--- src/wsrl_pkg.sv ---
// Shared constants of the window supervisor reset logic
package wsrl_pkg;
	localparam int unsigned CLOCK_MHZ = 200;
	localparam int unsigned NUM_CHANNELS = 4;
	// Fault qualification delay, longest, in ns
	localparam int unsigned QUAL_DELAY_NS = 10000;
	localparam int unsigned QUAL_CYCLES = (QUAL_DELAY_NS * CLOCK_MHZ) / 1000;
	// Release delay options, in us
	localparam int unsigned RELEASE_MIN_US = 20;
	localparam int unsigned RELEASE_MAX_US = 1200000;
	localparam int unsigned RELEASE_DEFAULT_CYCLES = RELEASE_MIN_US * CLOCK_MHZ;
	// Startup delay, in us
	localparam int unsigned STARTUP_DELAY_US = 300;
	localparam int unsigned STARTUP_CYCLES = STARTUP_DELAY_US * CLOCK_MHZ;
	localparam int unsigned CNT_WIDTH = 32;
	localparam int unsigned SYNC_STAGES = 2;
	localparam int unsigned CFG_WIDTH = 8;
	localparam int unsigned UNLOCK_KEY_WIDTH = 16;
	// Arbitrary key values for the two-key unlock
	localparam logic [15:0] UNLOCK_KEY_A = 16'h5a3c;
	localparam logic [15:0] UNLOCK_KEY_B = 16'hc3a5;
	localparam logic [0:0] LOCK_RESET = 1'h0;
	typedef enum logic [2:0] {
		WSRL_ST_START_DELAY,
		WSRL_ST_CHECKSUM,
		WSRL_ST_LATCH_LOAD,
		WSRL_ST_ACTIVE,
		WSRL_ST_CHECK_FAIL
	} wsrl_state_type;
	typedef enum logic [1:0] {
		WSRL_UL_IDLE,
		WSRL_UL_KEY_A,
		WSRL_UL_OPEN
	} wsrl_unlock_type;
endpackage

--- src/wsrl_qualifier.sv ---
// Synchroniser and persistence counter for one comparator result
`timescale 1ns/1ps
`default_nettype none
module wsrl_qualifier #(
	parameter int unsigned QUAL_CYCLES = wsrl_pkg::QUAL_CYCLES
) (
	// Clock and reset
	input wire logic i_clock,
	input wire logic i_rst,
	// Comparator result, asynchronous
	input wire logic i_raw,
	// Qualified fault level
	output logic o_fault
);
	localparam int unsigned QW = $clog2(QUAL_CYCLES + 1);
	localparam logic [QW-1:0] QMAX = QW'(QUAL_CYCLES - 1);
	logic sync1_q;
	logic sync2_q;
	logic [QW-1:0] count_q;
	logic fault_q;

	always_ff @(posedge i_clock or posedge i_rst) begin
		if (i_rst) begin
			sync1_q <= 1'h0;
			sync2_q <= 1'h0;
		end else begin
			sync1_q <= i_raw;
			sync2_q <= sync1_q;
		end
	end

	// Fault is set when the excursion persists; short glitches restart the count
	always_ff @(posedge i_clock or posedge i_rst) begin
		if (i_rst) begin
			count_q <= '0;
			fault_q <= 1'h0;
		end else if (!sync2_q) begin
			count_q <= '0;
			fault_q <= 1'h0;
		end else if (count_q >= QMAX) begin
			fault_q <= 1'h1;
		end else begin
			count_q <= count_q + QW'(1);
		end
	end

	assign o_fault = fault_q;
endmodule
`default_nettype wire

--- src/wsrl_release_timer.sv ---
// Release delay timer that stretches one channel's fault
`timescale 1ns/1ps
`default_nettype none
module wsrl_release_timer #(
	parameter int unsigned RELEASE_CYCLES = wsrl_pkg::RELEASE_DEFAULT_CYCLES
) (
	// Clock and reset
	input wire logic i_clock,
	input wire logic i_rst,
	// Hold request: fault or not yet active
	input wire logic i_hold,
	// Asserted while reset must stay low
	output logic o_asserted
);
	localparam logic [31:0] RMAX = 32'(RELEASE_CYCLES - 1);
	logic [31:0] count_q;
	logic asserted_q;

	always_ff @(posedge i_clock or posedge i_rst) begin
		if (i_rst) begin
			count_q <= '0;
			asserted_q <= 1'h1;
		end else if (i_hold) begin
			count_q <= '0;
			asserted_q <= 1'h1;
		end else if (asserted_q) begin
			if (count_q >= RMAX) begin
				asserted_q <= 1'h0;
			end else begin
				count_q <= count_q + 32'h1;
			end
		end
	end

	assign o_asserted = asserted_q;
endmodule
`default_nettype wire

--- src/wsrl_top.sv ---
// Reset and fault reporting logic of a window voltage supervisor
`timescale 1ns/1ps
`default_nettype none
// Contract
// - A channel's reset asserts whenever its rail is outside the window.
// - After the rail returns, reset stays asserted for the full release delay.
// - Each reset output is active low open drain, pulling low only.
// - In paired mode the shared reset asserts when either paired input faults.
// - Configuration writes open only after a two-key unlock; anything else keeps them shut.
// - After programming, lock bits block rewrites and a checksum bit is stored.
// - Undervoltage reset asserts when the rail stays low longer than the detection delay.
// - Overvoltage reset asserts when the rail stays high longer than the detection delay.
// - The checksum is verified at startup before the configuration is latched.
// - On checksum mismatch the resets are never released in that startup.
// - During startup all resets are asserted until the active state is reached.
// - The qualification delay from excursion to assertion is at most 10 us.
// - At power-up release follows the startup delay plus the release delay.
// - The release delay is a fixed factory option from 20 us to 1200 ms.
module wsrl_top #(
	parameter int unsigned NUM_CHANNELS = wsrl_pkg::NUM_CHANNELS,
	parameter int unsigned QUAL_CYCLES = wsrl_pkg::QUAL_CYCLES,
	parameter int unsigned RELEASE_CYCLES = wsrl_pkg::RELEASE_DEFAULT_CYCLES,
	parameter int unsigned STARTUP_CYCLES = wsrl_pkg::STARTUP_CYCLES,
	parameter bit PAIRED_MODE = 1'b0
) (
	// Clock and reset
	input wire logic i_clock,
	input wire logic i_rst,
	// Window comparator results per rail
	input wire logic [NUM_CHANNELS-1:0] i_rail_sense_in_low,
	input wire logic [NUM_CHANNELS-1:0] i_rail_sense_in_high,
	// Stored configuration image
	input wire logic [NUM_CHANNELS*wsrl_pkg::CFG_WIDTH-1:0] i_cfg_image,
	input wire logic i_cfg_checksum,
	// Programming port
	input wire logic i_key_valid,
	input wire logic [wsrl_pkg::UNLOCK_KEY_WIDTH-1:0] i_key,
	input wire logic i_prog_done,
	// Reset pins, open drain: enable low means pulling low
	output logic [NUM_CHANNELS-1:0] o_channel_fault_out_n,
	output logic [NUM_CHANNELS-1:0] o_channel_fault_oe_n,
	// Fault flags
	output logic [NUM_CHANNELS-1:0] o_undervoltage_fault_out,
	output logic [NUM_CHANNELS-1:0] o_overvoltage_fault_out,
	// Configuration and status
	output logic [NUM_CHANNELS*wsrl_pkg::CFG_WIDTH-1:0] o_low_threshold_setting,
	output logic o_write_enable,
	output logic o_lock,
	output logic o_checksum_stored,
	output logic o_active,
	output logic o_checksum_fail
);
	localparam int unsigned CW = NUM_CHANNELS * wsrl_pkg::CFG_WIDTH;
	localparam logic [31:0] SMAX = 32'(STARTUP_CYCLES - 1);

	wsrl_pkg::wsrl_state_type state_q;
	wsrl_pkg::wsrl_unlock_type unlock_q;
	logic [31:0] start_count_q;
	logic [CW-1:0] latched_q;
	logic write_enable_q;
	logic lock_q;
	logic checksum_q;
	logic [NUM_CHANNELS-1:0] uv_fault;
	logic [NUM_CHANNELS-1:0] ov_fault;
	logic [NUM_CHANNELS-1:0] chan_fault;
	logic [NUM_CHANNELS-1:0] asserted;
	logic [NUM_CHANNELS-1:0] uv_q;
	logic [NUM_CHANNELS-1:0] ov_q;
	logic [NUM_CHANNELS-1:0] pin_q;

	// Even parity of the image must match the stored bit
	function automatic logic parity_of(input logic [CW-1:0] img);
		parity_of = ^img;
	endfunction

	// Startup sequence; a mismatch parks the device with resets held
	always_ff @(posedge i_clock or posedge i_rst) begin
		if (i_rst) begin
			state_q <= wsrl_pkg::WSRL_ST_START_DELAY;
			start_count_q <= '0;
		end else begin
			case (state_q)
				wsrl_pkg::WSRL_ST_START_DELAY: begin
					if (start_count_q >= SMAX) begin
						state_q <= wsrl_pkg::WSRL_ST_CHECKSUM;
					end else begin
						start_count_q <= start_count_q + 32'h1;
					end
				end
				wsrl_pkg::WSRL_ST_CHECKSUM: begin
					if (parity_of(i_cfg_image) == i_cfg_checksum) begin
						state_q <= wsrl_pkg::WSRL_ST_LATCH_LOAD;
					end else begin
						state_q <= wsrl_pkg::WSRL_ST_CHECK_FAIL;
					end
				end
				wsrl_pkg::WSRL_ST_LATCH_LOAD: begin
					state_q <= wsrl_pkg::WSRL_ST_ACTIVE;
				end
				wsrl_pkg::WSRL_ST_ACTIVE: begin
					state_q <= wsrl_pkg::WSRL_ST_ACTIVE;
				end
				wsrl_pkg::WSRL_ST_CHECK_FAIL: begin
					state_q <= wsrl_pkg::WSRL_ST_CHECK_FAIL;
				end
				default: begin
					state_q <= wsrl_pkg::WSRL_ST_CHECK_FAIL;
				end
			endcase
		end
	end

	// Latch load only after a good checksum
	always_ff @(posedge i_clock or posedge i_rst) begin
		if (i_rst) begin
			latched_q <= '0;
		end else if (state_q == wsrl_pkg::WSRL_ST_LATCH_LOAD) begin
			latched_q <= i_cfg_image;
		end
	end

	// Two-key unlock; a wrong key or a gap closes the sequence again
	always_ff @(posedge i_clock or posedge i_rst) begin
		if (i_rst) begin
			unlock_q <= wsrl_pkg::WSRL_UL_IDLE;
		end else if (lock_q) begin
			unlock_q <= wsrl_pkg::WSRL_UL_IDLE;
		end else begin
			case (unlock_q)
				wsrl_pkg::WSRL_UL_IDLE: begin
					if (i_key_valid && i_key == wsrl_pkg::UNLOCK_KEY_A) begin
						unlock_q <= wsrl_pkg::WSRL_UL_KEY_A;
					end
				end
				wsrl_pkg::WSRL_UL_KEY_A: begin
					if (i_key_valid && i_key == wsrl_pkg::UNLOCK_KEY_B) begin
						unlock_q <= wsrl_pkg::WSRL_UL_OPEN;
					end else begin
						unlock_q <= wsrl_pkg::WSRL_UL_IDLE;
					end
				end
				wsrl_pkg::WSRL_UL_OPEN: begin
					unlock_q <= wsrl_pkg::WSRL_UL_OPEN;
				end
				default: begin
					unlock_q <= wsrl_pkg::WSRL_UL_IDLE;
				end
			endcase
		end
	end

	always_ff @(posedge i_clock or posedge i_rst) begin
		if (i_rst) begin
			write_enable_q <= 1'h0;
		end else begin
			write_enable_q <= (unlock_q == wsrl_pkg::WSRL_UL_OPEN) && !lock_q;
		end
	end

	// Lock is sticky until power cycle; the checksum bit is kept with it
	always_ff @(posedge i_clock or posedge i_rst) begin
		if (i_rst) begin
			lock_q <= wsrl_pkg::LOCK_RESET;
			checksum_q <= 1'h0;
		end else if (write_enable_q && i_prog_done) begin
			lock_q <= 1'h1;
			checksum_q <= parity_of(i_cfg_image);
		end
	end

	genvar g;
	generate
		for (g = 0; g < NUM_CHANNELS; g++) begin : gen_chan
			wsrl_qualifier #(
				.QUAL_CYCLES(QUAL_CYCLES)
			) u_uv (
				.i_clock(i_clock),
				.i_rst(i_rst),
				.i_raw(i_rail_sense_in_low[g]),
				.o_fault(uv_fault[g])
			);
			wsrl_qualifier #(
				.QUAL_CYCLES(QUAL_CYCLES)
			) u_ov (
				.i_clock(i_clock),
				.i_rst(i_rst),
				.i_raw(i_rail_sense_in_high[g]),
				.o_fault(ov_fault[g])
			);
			if (PAIRED_MODE) begin : gen_pair
				// Both rails of a pair drive the shared output
				assign chan_fault[g] = uv_fault[g] | ov_fault[g] |
					uv_fault[g ^ 1] | ov_fault[g ^ 1];
			end else begin : gen_single
				assign chan_fault[g] = uv_fault[g] | ov_fault[g];
			end
			wsrl_release_timer #(
				.RELEASE_CYCLES(RELEASE_CYCLES)
			) u_rel (
				.i_clock(i_clock),
				.i_rst(i_rst),
				.i_hold(chan_fault[g] || state_q != wsrl_pkg::WSRL_ST_ACTIVE),
				.o_asserted(asserted[g])
			);
		end
	endgenerate

	// Output flops; pin is driven low (enable low) while asserted
	always_ff @(posedge i_clock or posedge i_rst) begin
		if (i_rst) begin
			uv_q <= '0;
			ov_q <= '0;
			// Pins start asserted so every reset is held low through startup
			pin_q <= '1;
		end else begin
			uv_q <= uv_fault;
			ov_q <= ov_fault;
			pin_q <= asserted;
		end
	end

	assign o_channel_fault_out_n = '0;
	assign o_channel_fault_oe_n = ~pin_q;
	assign o_undervoltage_fault_out = uv_q;
	assign o_overvoltage_fault_out = ov_q;
	assign o_low_threshold_setting = latched_q;
	assign o_write_enable = write_enable_q;
	assign o_lock = lock_q;
	assign o_checksum_stored = checksum_q;
	assign o_active = (state_q == wsrl_pkg::WSRL_ST_ACTIVE);
	assign o_checksum_fail = (state_q == wsrl_pkg::WSRL_ST_CHECK_FAIL);
endmodule
`default_nettype wire

--- config.mk ---
export PLATFORM = sky130hd
export DESIGN_NAME = wsrl_top
export DESIGN_NICKNAME = d
export VERILOG_FILES = /design/src/wsrl_pkg.sv /design/src/wsrl_qualifier.sv /design/src/wsrl_release_timer.sv /design/src/wsrl_top.sv
export SDC_FILE = /design/constraint.sdc
export NUM_CORES = 1
export LEC_CHECK = 0
export BUFFER_PORTS_ARGS = -buffer_cell sky130_fd_sc_hd__buf_2
export CORE_MARGIN = 1.5
export CORE_UTILIZATION = 44
export DETAILED_ROUTE_END_ITERATION = 6
export HOLD_SLACK_MARGIN = 0.02
export PLACE_DENSITY = 0.71
export SLEW_MARGIN = 20
export SYNTH_ARGS = -nofsm -noshare
export SYNTH_HDL_FRONTEND = slang
export SYNTH_SLANG_ARGS = --single-unit
--- constraint.sdc ---
create_clock -name i_clock -period 12.5 [get_ports i_clock]
set_clock_uncertainty 0.2 [all_clocks]
set_input_delay 2.5 -clock i_clock [delete_from_list [all_inputs] [get_ports i_clock]]
set_output_delay 2.5 -clock i_clock [all_outputs]
set_load 0.02 [all_outputs]
---- Yosys cells after proc, flatten, opt, wreduce, memory -nomap -nowiden ----
Cells that the tools add are included.
storage, ports and cells
  output and inout bits ................... 53
  register bits after elaboration ......... 328
operators by class
  multiplexer cells ....................... 63
  reductions and logical operators ........ 22
  order comparisons ....................... 13
  bitwise gates (word level) .............. 6
  $add $sub $neg .......................... 13
  equality and inequality tests ........... 32
operators by type and width
  operator                 count
  $mux W32                 12
  $mux W11                 16
  $add A32 B1 Y32 const B  5
  $ge A32 B12 Y1 const B   4
  $add A11 B1 Y11 const B  8
  $ge A11 B11 Y1 const B   8
  $ne A2 B2 Y1 const B     17
  $ge A32 B16 Y1 const B   1
  $reduce_xor A32 Y1       1
  $mux W1                  28
  $eq A16 B15 Y1 const B   1
  $eq A16 B16 Y1 const B   1
  $reduce_and A2 Y1        5
  $pmux W3 S3              1
  $ne A2 B1 Y1 const B     4
  $reduce_bool A2 Y1       4
  $eq A3 B2 Y1 const B     2
  $mux W2                  3
  $mux W3                  2
  $pmux W2 S3              1
  $logic_and A1 B1 Y1      4
  $logic_or A1 B1 Y1       4
  $not A4 Y4               1
  $or A1 B1 Y1             4
  other kinds (12)         12

---- Longest topological paths before layout ----
Gate-level depths: netlist of the first run.
  depth in word-level cells ............... 5
  mapped depth ............................ 10
  gate-level depth less buffers ........... 8

---- Modules after synthesis ----
A second synthesis of the first run with hierarchy kept.
second synthesis, totals
  cell total of the unflattened synthesis .. 1309
  area, all modules ....................... 14800.4 sq um
by module, submodules not included
  module              sequential area each (sq um)  area each (sq um)  instances  cells an instance
  wsrl_qualifier      350.3                         700.7              8          69
  wsrl_release_timer  827.0                         1401.3             4          123
  wsrl_top            2107.0                        3589.7             1          265

---- Worst setup path before layout of the first run ----
Ideal clock, no wire load.
  path kind ............................... input to register
  from .................................... input port i_cfg_image[21] (netlist name)
  to ...................................... register state_q[2]
  data arrival time ....................... 3.625 ns
  stages on the path ...................... 7
  path buffers ............................ 0
  setup time .............................. 0.118 ns
  required time ........................... 12.182 ns
  setup slack ............................. 8.557 ns
  cell sequence ........................... xor2_1 > xnor2_1 > xnor2_1 > xnor2_1 > xnor2_1 > xnor2_1 > a21o_1
between the ends
  word-level cells in the longest chain between the ends .. 4
ends and longest elaborated chain
  element               line            RTL
  start, declared       wsrl_top.sv:33  input wire logic [NUM_CHANNELS*wsrl_pkg::CFG_WIDTH-1:0] i_cfg_image,
  $reduce_xor A32 Y1    wsrl_top.sv:73  parity_of = ^img;
  $eq A1 B1 Y1          wsrl_top.sv:91  if (parity_of(i_cfg_image) == i_cfg_checksum) begin
  $mux W3               wsrl_top.sv:91
  $pmux W3 S3           wsrl_top.sv:82  case (state_q)
  end signal, assigned  wsrl_top.sv:85  state_q <= wsrl_pkg::WSRL_ST_CHECKSUM;
  end signal, assigned  wsrl_top.sv:92  state_q <= wsrl_pkg::WSRL_ST_LATCH_LOAD;
  end signal, assigned  wsrl_top.sv:94  state_q <= wsrl_pkg::WSRL_ST_CHECK_FAIL;
  end, declared         wsrl_top.sv:56  wsrl_pkg::wsrl_state_type state_q;
No other way between the ends.
A chain may end at the register's enable or synchronous reset.

---- Final worst setup path of the first run ----
  from .................................... register state_q[2]
  to ...................................... output port o_active
between the ends
  word-level cells in the longest chain between the ends .. 1
ends and longest elaborated chain
  element                 line             RTL
  start signal, assigned  wsrl_top.sv:79   state_q <= wsrl_pkg::WSRL_ST_START_DELAY;
  start signal, assigned  wsrl_top.sv:85
  start signal, assigned  wsrl_top.sv:92
  $eq A3 B2 Y1            wsrl_top.sv:230  assign o_active = (state_q == wsrl_pkg::WSRL_ST_ACTIVE);
  end, declared           wsrl_top.sv:50   output logic o_active,
No other way between the ends.

==> summary.md, run 1 <==
| Metric | Value |
|---|---|
| Worst path bufs/invs | `2` |
| Unrepaired setup endpoints after global routing | `no` |
| CP top delay family | `simple AND/OR/NAND/NOR gates` |
| Worst slew margin | `0.352` |
| DR iter-0 viols | `438` |
| R2R setup slack | `9.45 ns` |
| Post-detailed-routing wire length | `24.7 mm` |
| Critical Path Stages | `3` |
| Worst Path Class, Setup | `register to primary output` |
| Post-synth top area share | `0.568` |
| Int Pwr | `about 0.0017 W` |
| Crit path capture | `o_active` |
| Worst path cell trace | `nand3b_1 -> inv_1 -> buf_2` |
| Period Utilization, post-route | `0.360` |
| Share of cells above drive strength 1 | `0.159` |
| Syn_area_per_cell | `11.2 um^2` |
| Synth Register Bits | `328` |
| Detailed placement HPWL | `approximately 16 mm` |
| Ant. Diodes | `0` |
| Post-synth cell types | `56` |
| Routability cong. | `0.769` |
| Register-to-Register Path Depth | `6` |
| Critical path origin | `state_q[2]` |
| Sink Count | `328` |
| Worst setup SP type | `register` |
| Rows | `between 60 and 70` |
| Setup TNS | `0 ns` |
| First-pass GRT wire length | `43.6 mm` |
| First-pass DRT Iterations | `4` |
| Warning count from the yosys run | `0` |
| PwrDens | `137 nW/um^2` |
| Die width | `182 um` |
| GRT Total Usage | `0.156` |
| Vias | `9,258` |
| Worst Setup End Kind | `primary output` |
| Asr flop ratio synth | `1.00` |
| Status | `finished, final reports clean` |
| Worst-path maximum fanout | `9` |
| Main flop type after synthesis | `dfrtp_1` |
| Final Hold Vio Count | `0` |
| HP Class | `register to register` |
| CP peak stage delay | `0.54 ns` |
| Tmin final | `4.50 ns` |
| Die ar. | `~33,000 um^2` |
| Worst r2r src | `state_q[2]` |
| CTS buffer count | `35` |
| PortBufs | `109` |
| Synth area leader | `dfrtp_1` |
| Clk_lat worst skew | `0.51 ns` |
| Crit path DAT | `roughly 1.8 ns` |
| Required time of the critical path | `9.80 ns` |
| Vias per Instance | `5.18` |
| Worst slew pin tran | `0.972 ns` |
| DRC | `0` |
| Worst path slowest cell | `nand3b_1` |
| Non-filler cells, final | `about 1.8k` |
| NetSw | `about 0.00048 W` |
| Count of hold-fix buffers inserted at cts | `0` |
| Cell area after synthesis | `14,100 um^2` |
| Largest cells by area after synthesis | `dfrtp_1, xnor2_1, and2_1` |
| Post-synthesis sequential area ratio | `0.583` |
| H-tree depth | `2` |
| Antenna-violating nets left | `0` |
| Post-CTS Setup Inserts | `0` |
| CTS tree | `built` |
| Initial Util | `0.446` |
| Post-CTS Resized | `0` |
| EDFF count, synth | `0` |
| Io pins | `114` |
| Max Cap Viol | `0` |
| Final setup vio count | `0` |
| Peak Freq | `222 MHz` |
| Global route overflow | `0` |
| Worst-case vdd ir drop | `86.9 uV` |
| Largest net degree at the start of global routing | `between 150 and 200` |
| Initial antenna violation count | `0` |
| Nets | `1,437` |
| Routed length per instance | `13.8 um` |
| Combinational share of power | `0.049` |
| Die Y | `182 um` |
| Area grow syn2layout | `14.8%` |
| Power share of the clock group | `0.458` |
| Most common cell after layout, fill and taps aside | `dfrtp_1` |
| Vias in the first global route | `9,251` |
| Net Sw Frac | `0.215` |
| R2R Path End | `gen_chan[2].u_rel.count_q[29]` |
| Slew Limit Fails | `0` |
| Most frequent cells in the layout | `dfrtp_1, nor2_1, buf_2, and2_1, xnor2_1` |
| Clk slew on worst S/H paths | `0.05 ns` |
| Reg power frac | `0.492` |
| Post-Syn Instances | `between 1k and 1.5k` |
| Clk buf depth | `3` |
| Placed Cells | `1,727` |
| Pleak | `7.59 nW` |
| Clk Tree Root Cell | `clkbuf_16` |
| Core Footprint | `around 32,000 um^2` |
==> flip-flops by register name, indices dropped and copies added, names as in the netlist, 32 cells and up <==
register and flops:
gen_chan.u_ov.count_q 44, o_low_threshold_setting 32, gen_chan.u_uv.count_q 44, gen_chan.u_rel.count_q 128, start_count_q 32
==> metrics by stage <==
step	utilization	area, um^2	setup slack [ns]	hold slack (ns)	total power [W]
after floorplan	-	14100	0.730	0.131	0.00118
after global placement	0.476	15000	8.01	0.133	0.00122
after detailed placement	0.476	15000	7.98	0.142	0.00122
after CTS	0.512	16100	7.93	0.155	0.00225
after global routing	0.513	16200	7.89	0.161	0.00230
final	0.513	16200	8.00	0.150	0.00221
==> synth_stat cells (3+ instances only) <==
cell type	instances
nor2_1	117
xor2_1	36
nor3_1	26
o21a_1	16
a31oi_1	8
nand2_1	72
inv_1	21
buf_4	5
nand2b_1	9
nor2b_1	12
nor4_1	23
dfstp_2	8
a21boi_0	12
mux2i_1	12
xnor2_1	95
or2_2	3
and2_1	105
nor3b_1	9
and3_1	36
nand4_1	37
a41oi_1	8
or3_1	24
mux2_2	33
ha_1	13
o21ai_0	25
a21oi_1	31
nand3_1	47
and4_1	13
clkbuf_1	40
o31ai_1	3
dfrtp_1	320
a2111oi_0	3
==> layer usage <==
| metal | share of wire | vias up | GRT usage | wire length [um] |
|---|---|---|---|---|
| li1 | - | 4546 | - | - |
| met1 | 0.47 | 4521 | 0.217 | 11700 |
| met2 | 0.47 | 143 | 0.250 | 11600 |
| met3 | 0.032 | 48 | 0.0255 | 788 |
| met4 | 0.023 | 0 | 0.0473 | 559 |
| met5 | 0 | - | 0 | 0 |
==> layout make-up <==
| cell class | count | area [um^2] |
|---|---|---|
| clock buffer | 53 | 1030 |
| tap | 402 | 503 |
| timing repair buffer | 115 | 623 |
| clock inverter | 7 | 100 |
| multi-input combinational | 861 | 5610 |
| sequential | 328 | 8220 |
| inverter | 22 | 90.1 |
| fill | 2810 | 15400 |
==> worst min path at each step <==
stage,from,to,slack (ns),cells past startpoint
4_1_cts,gen_chan[2].u_uv.sync1_q,gen_chan[2].u_uv.sync2_q,0.15,0
2_1_floorplan,gen_chan[0].u_ov.sync1_q,gen_chan[0].u_ov.sync2_q,0.13,0
3_5_place_dp,gen_chan[2].u_uv.sync1_q,gen_chan[2].u_uv.sync2_q,0.14,0
3_3_place_gp,gen_chan[1].u_uv.sync1_q,gen_chan[1].u_uv.sync2_q,0.13,0
6_report,gen_chan[1].u_uv.sync1_q,gen_chan[1].u_uv.sync2_q,0.15,0
5_1_grt,gen_chan[1].u_uv.sync1_q,gen_chan[1].u_uv.sync2_q,0.16,0
==> worst register-to-register path, delay by kind of cell, from the launching register on <==
family / cells / cell delay [ns]
AOI/OAI and AO/OA: 2 / 0.62
and+or+nand+nor: 4 / 1.66
DFF: 1 / 0.44
==> logic make-up (layout without fill, tap and decap cells) <==
family / after synthesis / in the layout / share of synthesized area
AOI/OAI and AO/OA: 122 / 122 / 0.0591
xor gates and xnor gates: 131 / 131 / 0.0814
adders and majority gates: 13 / 13 / 0.0115
buffers and inverters: 70 / 197 / 0.0201
DFF: 328 / 328 / 0.583
muxes: 45 / 45 / 0.0349
other: 1 / 4 / 0.000266
and+or+nand+nor: 546 / 546 / 0.209
==> power groups by stage <==
stage | combinational, W | sequential, W | clock, W
floorplan | 0.0000739 | 0.00111 | 0
global placement | 0.000108 | 0.00111 | 0
detailed placement | 0.000111 | 0.00111 | 0
CTS | 0.000111 | 0.00109 | 0.00105
global route | 0.000123 | 0.00109 | 0.00109
finish | 0.000109 | 0.00109 | 0.00101
(Power assumes the default switching activity.)
==> run 2, diff against run 1 <==
--- a/config.mk
+++ b/config.mk
@@ -10,7 +10,7 @@
 export CORE_UTILIZATION = 44
 export DETAILED_ROUTE_END_ITERATION = 6
 export HOLD_SLACK_MARGIN = 0.02
-export PLACE_DENSITY = 0.71
+export PLACE_DENSITY = 0.73
 export SLEW_MARGIN = 20
 export SYNTH_ARGS = -nofsm -noshare
 export SYNTH_HDL_FRONTEND = slang
==> constraint.sdc (replaced) <==
create_clock -name i_clock -period 3.7 [get_ports i_clock]
set_clock_uncertainty 0.2 [all_clocks]
set_input_delay 0.74 -clock i_clock [delete_from_list [all_inputs] [get_ports i_clock]]
set_output_delay 0.74 -clock i_clock [all_outputs]
set_load 0.02 [all_outputs]
==> summary.md, run 2 (synthesized netlist as in run 1, its figures left out) <==
| Metric | Value |
|---|---|
| Slew Limit Fails | `0 (unchanged)` |
| Initial antenna violation count | `0 (unchanged)` |
| First-pass DRT Iterations | `4 (unchanged)` |
| Routed length per instance | `13.8 um (about the same)` |
| Worst-case vdd ir drop | `295 uV (+240%)` |
| Register area | `8220 um^2 (unchanged)` |
| Fin area | `16,300 um^2 (+0.67%)` |
| Pleak | `7.64 nW (+0.66%)` |
| HP Class | `register to register` |
| Required time of the critical path | `3.95 ns (-5.85 ns)` |
| Clk buf depth | `3 (unchanged)` |
| DRC | `0 (unchanged)` |
| Total power | `0.00761 W (+240%)` |
| Final setup vio count | `0 (unchanged)` |
| Worst setup SP type | `register` |
| Clk Tree Root Cell | `clkbuf_16` |
| Post-detailed-routing wire length | `24.8 mm (+0.55%)` |
| Peak Freq | `339 MHz` |
| Post-CTS Resized | `0 (unchanged)` |
| Clk_lat worst skew | `0.50 ns (about the same)` |
| CP top delay family | `simple AND/OR/NAND/NOR gates` |
| CTS tree | `built` |
| Detailed placement HPWL | `16.6 mm (+3.3%)` |
| Most frequent cells in the layout | `dfrtp_1, nor2_1, buf_2, and2_1, xnor2_1` |
| Area grow syn2layout | `15.6%` |
| PwrDens | `467 nW/um^2 (+240%)` |
| Worst Path Class, Setup | `register to register` |
| Worst slew margin | `0.452 (+0.100)` |
| Routability cong. | `0.772 (+0.42%)` |
| GRT Total Usage | `0.157 (+0.00169)` |
| Tmin final | `2.95 ns` |
| Count of hold-fix buffers inserted at cts | `0 (unchanged)` |
| Antenna-violating nets left | `0 (unchanged)` |
| Worst slew pin tran | `0.815 ns (-0.157 ns)` |
| Post-CTS Setup Inserts | `0 (unchanged)` |
| Clk slew on worst S/H paths | `0.06 ns (about the same)` |
| Worst path slowest cell | `nor4_2` |
| CP peak stage delay | `0.65 ns (+0.11 ns)` |
| Io pins | `114 (unchanged)` |
| Final Hold Vio Count | `0 (unchanged)` |
| Vias in the first global route | `9,515 (+2.9%)` |
| Max reg flops | `128 (unchanged)` |
| Hold slack final | `0.135 ns (-0.0144 ns)` |
| Global route overflow | `0 (unchanged)` |
| First-pass GRT wire length | `44.2 mm (+1.3%)` |
| Period Utilization, post-route | `0.798` |
| Vias per Instance | `5.14 (-0.65%)` |
| Initial Util | `0.446 (unchanged)` |
| Die ar. | `33,100 um^2 (unchanged)` |
| DR iter-0 viols | `519 (+18%)` |
| Most common cell after layout, fill and taps aside | `dfrtp_1` |
| Largest net degree at the start of global routing | `70 (-62%)` |
| Largest Register | `gen_chan.u_rel.count_q` |
| Rows | `65 (unchanged)` |
| Fillers | `2,719 (-3.2%)` |
| Worst-path maximum fanout | `8 (-1)` |
| H-tree depth | `2 (unchanged)` |
| Unrepaired setup endpoints after global routing | `no` |
| Worst Setup End Kind | `register` |
| Status | `finished, final reports clean` |
| Worst path cell trace | `ha_1 -> and2_1 -> a311oi_1 -> nor3b_1 -> nor4_2 -> o211ai_1 -> nor4_1 -> o21a_1` |
| Area occupied by multi-input gates | `5610 um^2 (about the same)` |
| Crit path DAT | `3.20 ns (+1.40 ns)` |
| CTS buffer count | `35 (unchanged)` |
| Max Cap Viol | `0 (unchanged)` |
| Vias | `9,239 (-0.21%)` |
| Die Y | `182 um (unchanged)` |
| Ant. Diodes | `0 (unchanged)` |
| Die width | `182 um (unchanged)` |
| Nets | `1,444 (+0.49%)` |
| Share of cells above drive strength 1 | `0.166 (+0.00698)` |
| DP Area | `15,100 um^2 (+0.66%)` |
| Sink Count | `328 (unchanged)` |
| Worst path bufs/invs | `0 (-2)` |
| PortBufs | `109 (unchanged)` |
| Core Footprint | `31,600 um^2 (unchanged)` |
| Biggest regs | `gen_chan.u_rel.count_q (128), gen_chan.u_ov.count_q (44), gen_chan.u_uv.count_q (44)` |
==> run 2: stage by stage <==
step           utilization  setup TNS (ns)  instances  setup slack (ns)
3_5_place_dp         0.479               0       1735             0.836
4_1_cts              0.516               0       1796             0.741
3_3_place_gp         0.479               0       1735             0.972
5_1_grt              0.516               0       1796             0.532
6_report             0.516               0       1796             0.746
2_1_floorplan            -         -519.32       1259             -1.61
==> run 2: layout make-up <==
type                       instances  area share
sequential                       328       0.505
clock buffer                      52      0.0632
inverter                          22     0.00530
timing repair buffer             122      0.0426
clock inverter                     9     0.00929
multi-input combinational        861       0.344
tap                              402      0.0309
==> run 2: metal layers <==
metal | GRT usage | wire (um) | vias up
li1 | - | - | 4556
met1 | 0.207 | 11500 | 4520
met2 | 0.269 | 12000 | 123
met3 | 0.0277 | 833 | 40
met4 | 0.0426 | 479 | 0
met5 | 0 | 0 | -
==> run 2: final timing paths <==
path | startpoint | end | slack (ns) | cells past startpoint
hold reg to reg | gen_chan[1].u_ov.sync1_q | gen_chan[1].u_ov.sync2_q | 0.14 | 0
max in group asynchronous | i_rst | o_undervoltage_fault_out[2] | 2.29 | 3
hold / removal | gen_chan[1].u_ov.sync1_q | gen_chan[1].u_ov.sync2_q | 0.14 | 0
setup / recovery | gen_chan[1].u_rel.count_q[0] | gen_chan[1].u_rel.count_q[30] | 0.75 | 8
min in group asynchronous | i_rst | gen_chan[0].u_ov.sync1_q | 0.15 | 2
setup reg to reg | gen_chan[1].u_rel.count_q[0] | gen_chan[1].u_rel.count_q[30] | 0.75 | 8
==> run 2: report_power, final <==
group / switching (W) / internal, W
Combinational: 0.000218 / 0.000161
Clock: 0.00135 / 0.00220
Sequential: 0.0000422 / 0.00364
==> run 2: worst reg2reg max path: cells and delay by family (launching register included) <==
family / cells / cell delay, ns
and+or+nand+nor: 4 / 1.29
DFF: 1 / 0.41
adders and majority gates: 1 / 0.22
AOI/OAI and AO/OA: 3 / 0.78
==> run 3, diff against run 2 <==
==> constraint.sdc (replaced) <==
create_clock -name i_clock -period 2.4 [get_ports i_clock]
set_clock_uncertainty 0.2 [all_clocks]
set_input_delay 0.48 -clock i_clock [delete_from_list [all_inputs] [get_ports i_clock]]
set_output_delay 0.48 -clock i_clock [all_outputs]
set_load 0.02 [all_outputs]
==> summary.md, run 3 (synthesized netlist as in run 1, its figures left out) <==
| Metric | Value |
|---|---|
| Clk buf depth | `3 (unchanged)` |
| Clk slew on worst S/H paths | `0.06 ns (about the same)` |
| Detailed placement HPWL | `16.3 mm (-1.5%)` |
| Hold Startpoint | `i_cfg_image[4]` |
| Largest Register | `gen_chan.u_rel.count_q` |
| DRC | `0 (unchanged)` |
| First-pass GRT wire length | `43.6 mm (-1.4%)` |
| Worst hold endpoint | `o_low_threshold_setting[4]` |
| Io pins | `114 (unchanged)` |
| Antenna-violating nets left | `0 (unchanged)` |
| Most common cell after layout, fill and taps aside | `dfrtp_1` |
| Routed length on met1 | `12.0 mm (+3.9%)` |
| Worst slew pin tran | `0.649 ns (-0.166 ns)` |
| PortBufs | `109 (unchanged)` |
| Worst Setup End Kind | `register` |
| Final setup vio count | `0 (unchanged)` |
| Slew Limit Fails | `0 (unchanged)` |
| CP top delay family | `compound AO/OA/AOI/OAI gates` |
| Initial Util | `0.446 (unchanged)` |
| Worst path slowest cell | `dfrtp_1` |
| HP Class | `input pin to register` |
| Period Utilization, post-route | `0.991 (+0.192)` |
| R2R setup slack | `0.02 ns (-0.72 ns)` |
| CP peak stage delay | `0.38 ns (-0.27 ns)` |
| Status | `finished, final reports clean` |
| Clk_lat worst skew | `0.51 ns (about the same)` |
| Pleak | `7.88 nW (+3.1%)` |
| Ant. Diodes | `0 (unchanged)` |
| H-tree depth | `2 (unchanged)` |
| Sink Count | `328 (unchanged)` |
| Vias per Instance | `5.07 (-1.4%)` |
| Worst path cell trace | `ha_2 -> and3_4 -> a211o_1 -> a311oi_4 -> buf_4 -> and3_1 -> nand4_1 -> xor2_1 -> nor2_1` |
| Vias in the first global route | `9,359 (-1.6%)` |
| Register-to-Register Path Depth | `9 (+1)` |
| First-pass DRT Iterations | `6 (+2)` |
| Worst r2r src | `gen_chan[3].u_rel.count_q[0]` |
| Post-detailed-routing wire length | `25.1 mm (+1.2%)` |
| Most frequent cells in the layout | `dfrtp_1, nor2_1, buf_2, and2_1, xnor2_1` |
| DP Area | `15,300 um^2 (+1.1%)` |
| Share of cells above drive strength 1 | `0.194 (+0.0279)` |
| Peak Freq | `421 MHz (+24%)` |
| Hold slack final | `0.0397 ns (-0.0955 ns)` |
| CTS buffer count | `35 (unchanged)` |
| Unrepaired setup endpoints after global routing | `yes` |
| Die ar. | `33,100 um^2 (unchanged)` |
| Biggest regs | `gen_chan.u_rel.count_q (128), gen_chan.u_ov.count_q (44), gen_chan.u_uv.count_q (44)` |
| Clk Tree Root Cell | `clkbuf_16` |
| CTS tree | `built` |
| Fillers | `2,758 (+1.4%)` |
| Required time of the critical path | `2.63 ns (-1.32 ns)` |
| Worst Path Class, Setup | `register to register` |
| Routed length per instance | `13.6 um (-1.4%)` |
| Worst path bufs/invs | `1 (+1)` |
| Hold path cells | `2 (+2)` |
| Vias | `9,345 (+1.1%)` |
| Fin area | `16,700 um^2 (+2.6%)` |
| WL met3 | `947 um (+14%)` |
| PwrDens | `697 nW/um^2 (+49%)` |
| GRT Total Usage | `0.155 (-0.00229)` |
| Max Cap Viol | `0 (unchanged)` |
| Core Footprint | `31,600 um^2 (unchanged)` |
| Routability cong. | `0.789 (+2.2%)` |
| Area occupied by multi-input gates | `5660 um^2 (+0.96%)` |
| Initial antenna violation count | `0 (unchanged)` |
| R2R Path End | `gen_chan[3].u_rel.count_q[10]` |
| Register area | `8220 um^2 (unchanged)` |
| Crit path DAT | `2.61 ns (-0.59 ns)` |
| Worst-path maximum fanout | `5 (-3)` |
| Global route overflow | `0 (unchanged)` |
| Worst-case vdd ir drop | `557 uV (+89%)` |
| Final Hold Vio Count | `0 (unchanged)` |
| Nets | `1,491 (+3.3%)` |
| Worst setup SP type | `register` |
| Worst slew margin | `0.567 (+0.115)` |
| Highest Signal Layer | `met4` |
| Largest net degree at the start of global routing | `89 (+27%)` |
| DR iter-0 viols | `539 (+3.9%)` |
| Die width | `182 um (unchanged)` |
| Tmin final | `2.38 ns (-0.576 ns)` |
| Max reg flops | `128 (unchanged)` |
| Die Y | `182 um (unchanged)` |
| Met2 wire length | `11.7 mm (-2.2%)` |
| Area grow syn2layout | `18.6%` |
| Rows | `65 (unchanged)` |
## run 3: area by class of cell
type	instances	area share
Multi-Input combinational cell	861	0.339
Clock buffer	48	0.0615
Tap cell	402	0.0301
Clock inverter	13	0.00861
Inverter	22	0.00516
Timing Repair Buffer	169	0.0644
Sequential cell	328	0.492
## run 3: metrics by stage
step           TNS, ns  setup WS [ns]   util  power, W  cells
3_3_place_gp         0          0.119  0.484   0.00634   1758
3_5_place_dp         0         0.0316  0.484   0.00636   1758
2_1_floorplan  -860.44          -2.65      -   0.00617   1259
5_1_grt         -0.455        -0.0827  0.530    0.0121   1843
4_1_cts              0         0.0106  0.525    0.0118   1831
6_report             0         0.0227  0.530    0.0117   1843
## run 3: worst max-delay path by stage
| stage | to | depth (start not counted) | from |
|---|---|---|---|
| after CTS | gen_chan[3].u_rel.count_q[19] | 8 | gen_chan[3].u_rel.count_q[0] |
| after detailed placement | gen_chan[3].u_rel.count_q[19] | 8 | gen_chan[3].u_rel.count_q[0] |
| final | gen_chan[3].u_rel.count_q[10] | 9 | gen_chan[3].u_rel.count_q[0] |
| after global routing | gen_chan[1].u_rel.count_q[30] | 10 | gen_chan[1].u_rel.count_q[0] |
| after global placement | gen_chan[3].u_rel.count_q[19] | 7 | state_q[1] |
| after floorplan | gen_chan[0].u_ov.count_q[0] | 1 | i_rst |
## run 3: power by group
group          internal (W)  total [W]  leakage, nW  switching [W]
combinational      0.000258   0.000590         2.91       0.000333
sequential          0.00561    0.00567         4.38      0.0000659
clock               0.00331    0.00539        0.587        0.00208
## run 3: repair_timing
action | CTS | global route
endpoints found under the hold margin | 16 | 0
hold buffers | 12 | 0
endpoints found under the setup margin | 0 | 37
gates resized for setup | 0 | 17
setup buffers | 0 | 11
## run 3: routing by layer
metal,global-route usage,vias up
li1,-,4638
met1,0.212,4539
met2,0.251,127
met4,0.0466,0
met5,0,-
met3,0.0313,41
